[src/imp_pkg.sv]
// Constants and types of the interrupt mask, priority and power block
//
// Contract
// Enable bit 7 gates all sources; at 0 nothing requests.
// Enable bit 4 masks serial port requests.
// Enable bit 3 masks timer one, bit 1 timer zero overflow.
// Enable bit 2 masks external line one, bit 0 line zero.
// Enable bits 6 and 5 read zero, ignore writes; reset all zero.
// Priority bits 4..0 pick high level per source; 1 is high.
// Priority bits 7..5 read 100, ignore writes; reset 0x80.
// Extended enable one bit 1 masks USB; rest zero; reset zero.
// Extended priority one bit 1 sets USB level; rest read zero.
// Extended enable two bit 0 masks VBUS sense; others read zero.
// Extended priority two bit 0 sets VBUS level; reset zero.
// Writing idle bit halts CPU after the write; clocks keep running.
// Idle keeps every register unchanged; peripherals may run.
// Enabled interrupt in idle clears idle and resumes the CPU.
// After the wake service returns, code continues after idle write.
// Reset during idle runs normal reset, start at zero.
// Writing stop bit stops oscillator, CPU and digital peripherals.
// Stop leaves low frequency oscillator alone; no interrupts in stop.
// Only a reset leaves stop, then normal reset sequence.
// Missing clock detector resets and ends stop; disable it first.
// Suspend holds oscillator off until USB event or VBUS match.
// High level preempts low service; high service is never preempted.
// High level first; ties by fixed order ext0 first, VBUS last.
// Idle and stop bits always read back zero.
// Request only when pending, mask and global gate all set.
package imp_pkg;
    localparam logic [7:0] IMP_ADDR_INT_EN = 8'ha8;
    localparam logic [7:0] IMP_ADDR_INT_PRIO = 8'hb8;
    localparam logic [7:0] IMP_ADDR_EXT_EN_ONE = 8'he6;
    localparam logic [7:0] IMP_ADDR_EXT_PRIO_ONE = 8'hf6;
    localparam logic [7:0] IMP_ADDR_EXT_EN_TWO = 8'hf7;
    localparam logic [7:0] IMP_ADDR_EXT_PRIO_TWO = 8'hf7;
    localparam logic [7:0] IMP_ADDR_PWR_CTRL = 8'h87;
    localparam int IMP_GATE_BIT = 7;
    localparam int IMP_USB_BIT = 1;
    localparam int IMP_VBUS_BIT = 0;
    localparam int IMP_IDLE_BIT = 0;
    localparam int IMP_STOP_BIT = 1;
    localparam logic [7:0] IMP_INT_EN_RST = 8'h00;
    localparam logic [7:0] IMP_INT_PRIO_RST = 8'h80;
    localparam logic [2:0] IMP_INT_PRIO_FIXED = 3'h4;
    localparam logic [7:0] IMP_EXT_RST = 8'h00;
    localparam logic [7:0] IMP_PWR_CTRL_RST = 8'h00;
    localparam int IMP_NUM_SRC = 7;

    typedef enum logic [2:0] {
        SRC_EXT0 = 3'h0,
        SRC_TMR0 = 3'h1,
        SRC_EXT1 = 3'h2,
        SRC_TMR1 = 3'h3,
        SRC_SERIAL = 3'h4,
        SRC_USB = 3'h5,
        SRC_VBUS = 3'h6
    } imp_src_t;

    typedef enum logic [1:0] {
        PM_RUN = 2'h0,
        PM_IDLE = 2'h1,
        PM_STOP = 2'h2
    } imp_pm_t;

    typedef struct packed {
        logic req;
        logic high;
        imp_src_t src;
    } imp_irq_t;

    typedef struct packed {
        logic [7:0] addr;
        logic wr;
        logic [7:0] wdata;
    } imp_sfr_t;
endpackage

[src/imp_ctrl.sv]
// Interrupt mask, priority arbitration and idle/stop power control
`timescale 1ns/1ps
module imp_ctrl (
    input logic sys_clk_i,
    input logic rst_b_i,
    input imp_pkg::imp_sfr_t sfr_i,
    output logic [7:0] sfr_rdata_o,
    input logic [imp_pkg::IMP_NUM_SRC-1:0] pend_i,
    input logic irq_ack_i,
    input logic return_from_interrupt_i,
    input logic suspend_req_i,
    input logic usb_event_i,
    input logic vbus_level_i,
    input logic bus_power_polarity_select_i,
    output imp_pkg::imp_irq_t irq_o,
    output logic cpu_halt_o,
    output logic osc_stop_o
);
    import imp_pkg::*;

    // ------------------------------------------------------------
    // Storage
    // ------------------------------------------------------------
    logic global_irq_gate;
    logic [4:0] int_en_mask;
    logic [4:0] int_prio_level;
    logic usb_function_irq_mask;
    logic usb_function_irq_level;
    logic bus_power_sense_irq_mask;
    logic bus_power_sense_irq_level;
    logic [5:0] pwr_ctrl_flags;
    imp_pm_t pm_state;
    imp_pm_t next_pm;
    logic svc_low;
    logic svc_high;
    logic suspended;
    logic next_suspended;
    imp_irq_t next_irq;
    logic [7:0] next_rdata;
    logic [IMP_NUM_SRC-1:0] mask_vec;
    logic [IMP_NUM_SRC-1:0] level_vec;
    logic [IMP_NUM_SRC-1:0] active;
    logic [IMP_NUM_SRC-1:0] hi_cand;
    logic [IMP_NUM_SRC-1:0] lo_cand;
    logic wr_int_en;
    logic wr_int_prio;
    logic wr_ext_en_one;
    logic wr_ext_prio_one;
    logic wr_ext_en_two;
    logic wr_ext_prio_two;
    logic wr_pwr_ctrl;
    logic vbus_match;

    // Lowest index wins within one level
    function automatic imp_src_t first_set(
        input logic [IMP_NUM_SRC-1:0] v
    );
        imp_src_t s;
        s = SRC_EXT0;
        for (int i = IMP_NUM_SRC - 1; i >= 0; i--) begin
            if (v[i]) begin
                s = imp_src_t'(i[2:0]);
            end
        end
        return s;
    endfunction

    // ------------------------------------------------------------
    // Register writes
    // ------------------------------------------------------------
    assign wr_int_en = sfr_i.wr && (sfr_i.addr == IMP_ADDR_INT_EN);
    assign wr_int_prio = sfr_i.wr && (sfr_i.addr == IMP_ADDR_INT_PRIO);
    assign wr_ext_en_one = sfr_i.wr && (sfr_i.addr == IMP_ADDR_EXT_EN_ONE);
    assign wr_ext_prio_one = sfr_i.wr &&
        (sfr_i.addr == IMP_ADDR_EXT_PRIO_ONE);
    assign wr_ext_en_two = sfr_i.wr && (sfr_i.addr == IMP_ADDR_EXT_EN_TWO);
    assign wr_ext_prio_two = sfr_i.wr &&
        (sfr_i.addr == IMP_ADDR_EXT_PRIO_TWO);
    assign wr_pwr_ctrl = sfr_i.wr && (sfr_i.addr == IMP_ADDR_PWR_CTRL);

    always_ff @(posedge sys_clk_i or negedge rst_b_i) begin
        if (!rst_b_i) begin
            global_irq_gate <= IMP_INT_EN_RST[IMP_GATE_BIT];
            int_en_mask <= IMP_INT_EN_RST[4:0];
        end else if (wr_int_en) begin
            global_irq_gate <= sfr_i.wdata[IMP_GATE_BIT];
            int_en_mask <= sfr_i.wdata[4:0];
        end
    end

    always_ff @(posedge sys_clk_i or negedge rst_b_i) begin
        if (!rst_b_i) begin
            int_prio_level <= IMP_INT_PRIO_RST[4:0];
        end else if (wr_int_prio) begin
            int_prio_level <= sfr_i.wdata[4:0];
        end
    end

    always_ff @(posedge sys_clk_i or negedge rst_b_i) begin
        if (!rst_b_i) begin
            usb_function_irq_mask <= IMP_EXT_RST[IMP_USB_BIT];
            usb_function_irq_level <= IMP_EXT_RST[IMP_USB_BIT];
            bus_power_sense_irq_mask <= IMP_EXT_RST[IMP_VBUS_BIT];
            bus_power_sense_irq_level <= IMP_EXT_RST[IMP_VBUS_BIT];
        end else begin
            if (wr_ext_en_one) begin
                usb_function_irq_mask <= sfr_i.wdata[IMP_USB_BIT];
            end
            if (wr_ext_prio_one) begin
                usb_function_irq_level <= sfr_i.wdata[IMP_USB_BIT];
            end
            if (wr_ext_en_two) begin
                bus_power_sense_irq_mask <= sfr_i.wdata[IMP_VBUS_BIT];
            end
            // Shares its address with the enable, so both update together
            if (wr_ext_prio_two) begin
                bus_power_sense_irq_level <= sfr_i.wdata[IMP_VBUS_BIT];
            end
        end
    end

    always_ff @(posedge sys_clk_i or negedge rst_b_i) begin
        if (!rst_b_i) begin
            pwr_ctrl_flags <= IMP_PWR_CTRL_RST[7:2];
        end else if (wr_pwr_ctrl) begin
            pwr_ctrl_flags <= sfr_i.wdata[7:2];
        end
    end

    // ------------------------------------------------------------
    // Read data, one cycle after the address
    // ------------------------------------------------------------
    always_comb begin
        case (sfr_i.addr)
            IMP_ADDR_INT_EN: begin
                next_rdata = {global_irq_gate, 2'h0, int_en_mask};
            end
            IMP_ADDR_INT_PRIO: begin
                next_rdata = {IMP_INT_PRIO_FIXED, int_prio_level};
            end
            IMP_ADDR_EXT_EN_ONE: begin
                next_rdata = {6'h00, usb_function_irq_mask, 1'b0};
            end
            IMP_ADDR_EXT_PRIO_ONE: begin
                next_rdata = {6'h00, usb_function_irq_level, 1'b0};
            end
            IMP_ADDR_EXT_EN_TWO: begin
                next_rdata = {7'h00, bus_power_sense_irq_mask};
            end
            IMP_ADDR_PWR_CTRL: begin
                next_rdata = {pwr_ctrl_flags, 2'h0};
            end
            default: begin
                next_rdata = 8'h00;
            end
        endcase
    end

    always_ff @(posedge sys_clk_i or negedge rst_b_i) begin
        if (!rst_b_i) begin
            sfr_rdata_o <= 8'h00;
        end else begin
            sfr_rdata_o <= next_rdata;
        end
    end

    // ------------------------------------------------------------
    // Masking and arbitration
    // ------------------------------------------------------------
    assign mask_vec = {bus_power_sense_irq_mask, usb_function_irq_mask,
                       int_en_mask};
    assign level_vec = {bus_power_sense_irq_level, usb_function_irq_level,
                        int_prio_level};
    assign active = pend_i & mask_vec & {IMP_NUM_SRC{global_irq_gate}};
    assign hi_cand = active & level_vec;
    assign lo_cand = active & ~level_vec;

    always_comb begin
        next_irq.req = 1'b0;
        next_irq.high = 1'b0;
        next_irq.src = SRC_EXT0;
        if (pm_state == PM_STOP) begin
            next_irq.req = 1'b0;
        end else if (!svc_high && (|hi_cand)) begin
            next_irq.req = 1'b1;
            next_irq.high = 1'b1;
            next_irq.src = first_set(hi_cand);
        end else if (!svc_high && !svc_low && (|lo_cand)) begin
            next_irq.req = 1'b1;
            next_irq.src = first_set(lo_cand);
        end
    end

    always_ff @(posedge sys_clk_i or negedge rst_b_i) begin
        if (!rst_b_i) begin
            irq_o <= '0;
        end else begin
            irq_o <= next_irq;
        end
    end

    // Service levels; an acknowledge in the return_from_interrupt cycle still sets
    always_ff @(posedge sys_clk_i or negedge rst_b_i) begin
        if (!rst_b_i) begin
            svc_low <= 1'b0;
            svc_high <= 1'b0;
        end else begin
            if (return_from_interrupt_i) begin
                if (svc_high) begin
                    svc_high <= 1'b0;
                end else begin
                    svc_low <= 1'b0;
                end
            end
            if (irq_ack_i && irq_o.req) begin
                if (irq_o.high) begin
                    svc_high <= 1'b1;
                end else begin
                    svc_low <= 1'b1;
                end
            end
        end
    end

    // ------------------------------------------------------------
    // Power modes
    // ------------------------------------------------------------
    always_comb begin
        next_pm = pm_state;
        case (pm_state)
            PM_RUN: begin
                if (wr_pwr_ctrl && sfr_i.wdata[IMP_STOP_BIT]) begin
                    next_pm = PM_STOP;
                end else if (wr_pwr_ctrl && sfr_i.wdata[IMP_IDLE_BIT]) begin
                    next_pm = PM_IDLE;
                end
            end
            PM_IDLE: begin
                // Registers hold; the CPU resumes where it halted
                if (|active) begin
                    next_pm = PM_RUN;
                end
            end
            PM_STOP: begin
                next_pm = PM_STOP;
            end
            default: begin
                next_pm = PM_RUN;
            end
        endcase
    end

    // Any reset returns to run with all registers at reset values
    always_ff @(posedge sys_clk_i or negedge rst_b_i) begin
        if (!rst_b_i) begin
            pm_state <= PM_RUN;
        end else begin
            pm_state <= next_pm;
        end
    end

    always_ff @(posedge sys_clk_i or negedge rst_b_i) begin
        if (!rst_b_i) begin
            cpu_halt_o <= 1'b0;
        end else begin
            cpu_halt_o <= (next_pm != PM_RUN);
        end
    end

    assign vbus_match = (vbus_level_i == bus_power_polarity_select_i);

    always_comb begin
        next_suspended = suspended;
        if (suspended && (usb_event_i || vbus_match)) begin
            next_suspended = 1'b0;
        end else if (suspend_req_i) begin
            next_suspended = 1'b1;
        end
    end

    always_ff @(posedge sys_clk_i or negedge rst_b_i) begin
        if (!rst_b_i) begin
            suspended <= 1'b0;
        end else begin
            suspended <= next_suspended;
        end
    end

    // Only the internal oscillator stops; the slow one is untouched
    always_ff @(posedge sys_clk_i or negedge rst_b_i) begin
        if (!rst_b_i) begin
            osc_stop_o <= 1'b0;
        end else begin
            osc_stop_o <= (next_pm == PM_STOP) || next_suspended;
        end
    end
endmodule

[config.mk]
export PLATFORM = sky130hd
export DESIGN_NAME = imp_ctrl
export DESIGN_NICKNAME = d
export VERILOG_FILES = /design/src/imp_pkg.sv /design/src/imp_ctrl.sv
export SDC_FILE = /design/constraint.sdc
export NUM_CORES = 1
export LEC_CHECK = 0
export BUFFER_PORTS_ARGS = -buffer_cell sky130_fd_sc_hd__buf_4
export CAP_MARGIN = 20
export CORE_ASPECT_RATIO = 1.1
export CORE_MARGIN = 2
export CORE_UTILIZATION = 50
export DETAILED_ROUTE_END_ITERATION = 6
export PLACE_DENSITY = 0.75
export REMOVE_ABC_BUFFERS = 1
export SLEW_MARGIN = 0
export SYNTH_ARGS = -nofsm -noshare
export SYNTH_HDL_FRONTEND = slang
export SYNTH_SLANG_ARGS = --single-unit
[constraint.sdc]
create_clock -name sys_clk_i -period 2.1 [get_ports sys_clk_i]
set_input_delay 0.315 -clock sys_clk_i [delete_from_list [all_inputs] [get_ports sys_clk_i]]
set_output_delay 0.315 -clock sys_clk_i [all_outputs]
set_load 0.005 [all_outputs]
-- Word-level counts from Yosys, hierarchy flattened
Cells that the tools add are included.
- bits in registers: 40
- input bits: 32
- output and inout bits: 15
- logic and storage cells: 89
- equality and inequality tests: 10
- mux-type cells: 35
- bitwise gates (word level): 5
- reduce and logical (&&, ||, !) cells: 22
- operator list (cell ; number):
    equality test 8 bit, second input constant ; 6
    2-to-1 mux 3 bit ; 16
    one-hot mux 8 bit (6 select lines) ; 1
    bitwise AND 7 bit ; 4
    OR reduction 7 bit ; 3
    logical AND 1 bit ; 13
    2-to-1 mux 1 bit ; 13
    inverter 7 bit ; 1
    2-to-1 mux 2 bit ; 3
    one-hot mux 2 bit (3 select lines) ; 1
    equality test 2 bit, second input constant ; 2
    2-to-1 mux 4 bit ; 1
    equality test 2 x 1 -> 1 bit, second input constant ; 1
    zero test 1 bit ; 2
    zero test 2 bit ; 1
    logical OR 1 bit ; 2
    nonzero test 2 bit ; 1
    equality test 1 bit ; 1

-- Logic depth before layout (Yosys ltp)
- depth in word-level cells: 13
- depth in mapped cells: 7
- depth with buffers taken out: 5

-- Worst setup path before layout
No wires, ideal clock.
- path kind: register -> register
- start point: register global_irq_gate
- end point: register irq_o[0] (netlist bit)
- library setup time: 0.120 ns
- data arrival time: 1.395 ns
- required time: 1.980 ns
- slack: 0.585 ns
- stages on the path, launching flop included: 8
- buffers on the path: 2
- period minus slack after synthesis: 1.515 ns
- cell sequence: dfrtp_1 -> buf_2 -> buf_2 -> nand3_1 -> o22ai_1 -> o31ai_1 -> nor2_1 -> a31o_2
- RTL lines (element ; line ; source):
    from (decl) ; imp_ctrl.sv:24 ; logic global_irq_gate;
    from (signal assigned) ; imp_ctrl.sv:83 ; global_irq_gate <= IMP_INT_EN_RST[IMP_GATE_BIT];
    from (signal assigned) ; imp_ctrl.sv:86 ; global_irq_gate <= sfr_i.wdata[IMP_GATE_BIT];
    to (signal assigned) ; imp_ctrl.sv:198 ; irq_o <= next_irq;
    to (decl) ; imp_ctrl.sv:15 ; output imp_pkg::imp_irq_t irq_o,

==> flow_metrics.env <==
export IMPL_cts_setup_buffers=0
export IMPL_path_clk_slew_ns=0.07
export IMPL_num_antenna_cells=0
export IMPL_ant_nets=0
export IMPL_end_kind="register"
export IMPL_synth_yosys_seq_area_share_pct=51.8
export IMPL_synthFlopType="dfrtp_1"
export IMPL_root_buffer="clkbuf_8"
export IMPL_post_route_min_period_ns=1.75
export IMPL_via_count=1617
export IMPL_worst_pin_slew_ns=0.503
export IMPL_die_h_um=69.2
export IMPL_power_mw=1.61
export IMPL_holdWs_ns=-0.00957
export IMPL_layout_drive_gt1_share_pct=37.0
export IMPL_yosys_warnings=0
export IMPL_power_density_nw_per_um2=662
export IMPL_cts_sinks=40
export IMPL_power_share_clock_pct=41.5
export IMPL_postCtsHoldBufs=0
export IMPL_cts_tree="done"
export IMPL_skew_ns=0.00424
export IMPL_fp_dieW_um=63.2
export IMPL_reg2reg_depth=5
export IMPL_grt_pass1_wl_mm=7.56
export IMPL_p_leak_nw=1.18
export IMPL_ios=47
export IMPL_hp_class="in2async"
export IMPL_pre_cts_slack_ns=0.339
export IMPL_violations="negative hold slack"
export IMPL_fin_ws_ns=0.354
export IMPL_p_comb_share_pct=7.6
export IMPL_syn_inst=170
export IMPL_gp_congestion=0.861
export IMPL_p_seq_share_pct=50.9
export IMPL_routed_wl_mm=4.47
export IMPL_hold_viol_final=28
export IMPL_crit_required_ns=2.33
export IMPL_dieArea_sq_um=4370
export IMPL_p_int_mw=1.28
export IMPL_r2r_end="irq_o[0]"
export IMPL_clk_latency_ns=0.28
export IMPL_syn_area_per_cell_sq_um=11.4
export IMPL_grt_pass1_vias=1622
export IMPL_most_common_layout_cells="buf_4 (46), dfrtp_1 (40), mux2_2 (16), nor2_1 (15), nand3_1 (13)"
export IMPL_dp_hpwl_mm=3.33
export IMPL_fin_nets=250
export IMPL_synth_async_reset_ratio_pct=100
export IMPL_antenna_found_initial=0
export IMPL_htreeDepth=2
export IMPL_synth_seq_cells=40
export IMPL_rsz0062_at_grt="no"
export IMPL_tns_ns=0
export IMPL_timing_rr_start="global_irq_gate"
export IMPL_cts_repair_resized=0
export IMPL_switching_power_uw=331
export IMPL_setup_viol=0
export IMPL_critPathLaunch="global_irq_gate"
export IMPL_crit_arrival_ns=1.97
export IMPL_fp_coreArea_sq_um=3680
export IMPL_grt_max_degree=41
export IMPL_p_sw_share_pct=20.6
export IMPL_drc_errors=0
export IMPL_port_buffers=46
export IMPL_path_class="reg2reg"
export IMPL_cp_start_kind="register"
export IMPL_cp_slowest_cell="dfrtp_1"
export IMPL_drv_cap=0
export IMPL_gr_total_overflow=0
export IMPL_synth_edf_count=0
export IMPL_start_util_pct=52.4
export IMPL_status="finished with violations"
export IMPL_fmax_mhz=573
export IMPL_place_inst=261
export IMPL_routedWlPerCell_um=16.6
export IMPL_ys_types=40
export IMPL_grtUsageTotal_pct=21.9
export IMPL_syn_area_sq_um=1930
export IMPL_numCtsBuffers=5
export IMPL_fin_crit_sh_pct=83.2
export IMPL_r2r_slack_ns=0.35
export IMPL_viasPerCell=6.01
export IMPL_drv_slew=0
export IMPL_drtIter0Drc=109
export IMPL_critPathMaxFanout=17
export IMPL_syn_to_final_growth_pct=25.8
export IMPL_irDropWorstVdd_uv=406
export IMPL_fin_cells=269
export IMPL_final_common_cell="buf_4"
export IMPL_critPathMaxStageDelay_ns=0.66
export IMPL_nFillCells=317
export IMPL_crit_chain="nand4_1, a41oi_1, nor2_1, nor3_1, a31o_2"
export IMPL_drt_pass1_iterations=5
export IMPL_cts_buffer_depth=2
export IMPL_rows=23
export IMPL_slew_headroom_pct=66.4
[final cells by class]
type / instances / area, sq um / area share (%)
Clock inverter: 1 / 30.0 / 1.24
Inverter: 7 / 26.3 / 1.08
Clock buffer: 7 / 96.3 / 3.97
Timing Repair Buffer: 46 / 345 / 14.2
Sequential cell: 40 / 1000 / 41.2
Multi-Input combinational cell: 118 / 867 / 35.7
Tap cell: 50 / 62.6 / 2.58
[cells by family (layout without fill, tap and decap cells)]
logic type,count (synthesis),in the layout,share of synthesized area (%)
flip-flops,40,40,51.8
buffers and inverters,12,61,3.24
XOR/XNOR,1,1,0.454
multiplexers,22,22,13.7
AO/OA/AOI/OAI,32,32,12.4
AND/OR/NAND/NOR,63,63,18.3
[power by group through the flow]
stage	registers [mW]	clock network, mW	logic (mW)
6_report	0.818	0.668	0.122
5_1_grt	0.820	0.711	0.135
4_1_cts	0.816	0.675	0.123
3_5_place_dp	0.831	0	0.123
3_3_place_gp	0.830	0	0.119
2_1_floorplan	0.823	0	0.0415
[cell usage after synthesis, types with 3 or more instances]
library cell  number  area share [%]
a222oi_1           5             2.6
nand2_1            7             1.4
nor3_1             5             1.3
a21oi_1            3            0.78
nand4_1            7             2.3
o22ai_1            5             1.6
mux2_4             5             3.9
nand3_1           13             3.4
mux2_2            16             9.3
o21ai_0            5             1.3
dfrtp_1           40              52
nor2_1            15             2.9
inv_1              7             1.4
[per-layer routing]
layer	part of all wire [%]	global-route usage, %	wire length, um
met1	37	27.1	1660
met5	0	0	0
met3	9.6	5.84	430
met4	1.7	7.73	74
met2	51	37.0	2300
[state kept, by name, indices dropped and copies added (netlist names)]
name / flops
bus_power_sense_irq_level: 1
cpu_halt_o: 1
global_irq_gate: 1
int_en_mask: 5
int_prio_level: 5
irq_o: 5
osc_stop_o: 1
pm_state: 2
pwr_ctrl_flags: 6
sfr_rdata_o: 8
suspended: 1
svc_high: 1
svc_low: 1
usb_function_irq_level: 1
usb_function_irq_mask: 1
[metrics by stage]
step	util, %	area (sq um)
3_5_place_dp	62.5	2300
6_report	65.9	2430
5_1_grt	65.9	2430
3_3_place_gp	62.5	2300
4_1_cts	65.9	2430
2_1_floorplan	-	1890
[worst max-delay path, delay by kind of cell, from the launching register on]
family,cells,cell delay [ns]
AND/OR/NAND/NOR,3,0.61
flip-flops,1,0.66
AO/OA/AOI/OAI,2,0.42
[worst max path at each step]
stage	to	slack, ns
global placement	int_prio_level[0]	0.41
global route	irq_o[0]	0.16
CTS	irq_o[0]	0.37
floorplan	int_prio_level[0]	0.61
detailed placement	global_irq_gate	0.34
finish	irq_o[0]	0.35
No activity file was read; power rests on OpenSTA's default activity.
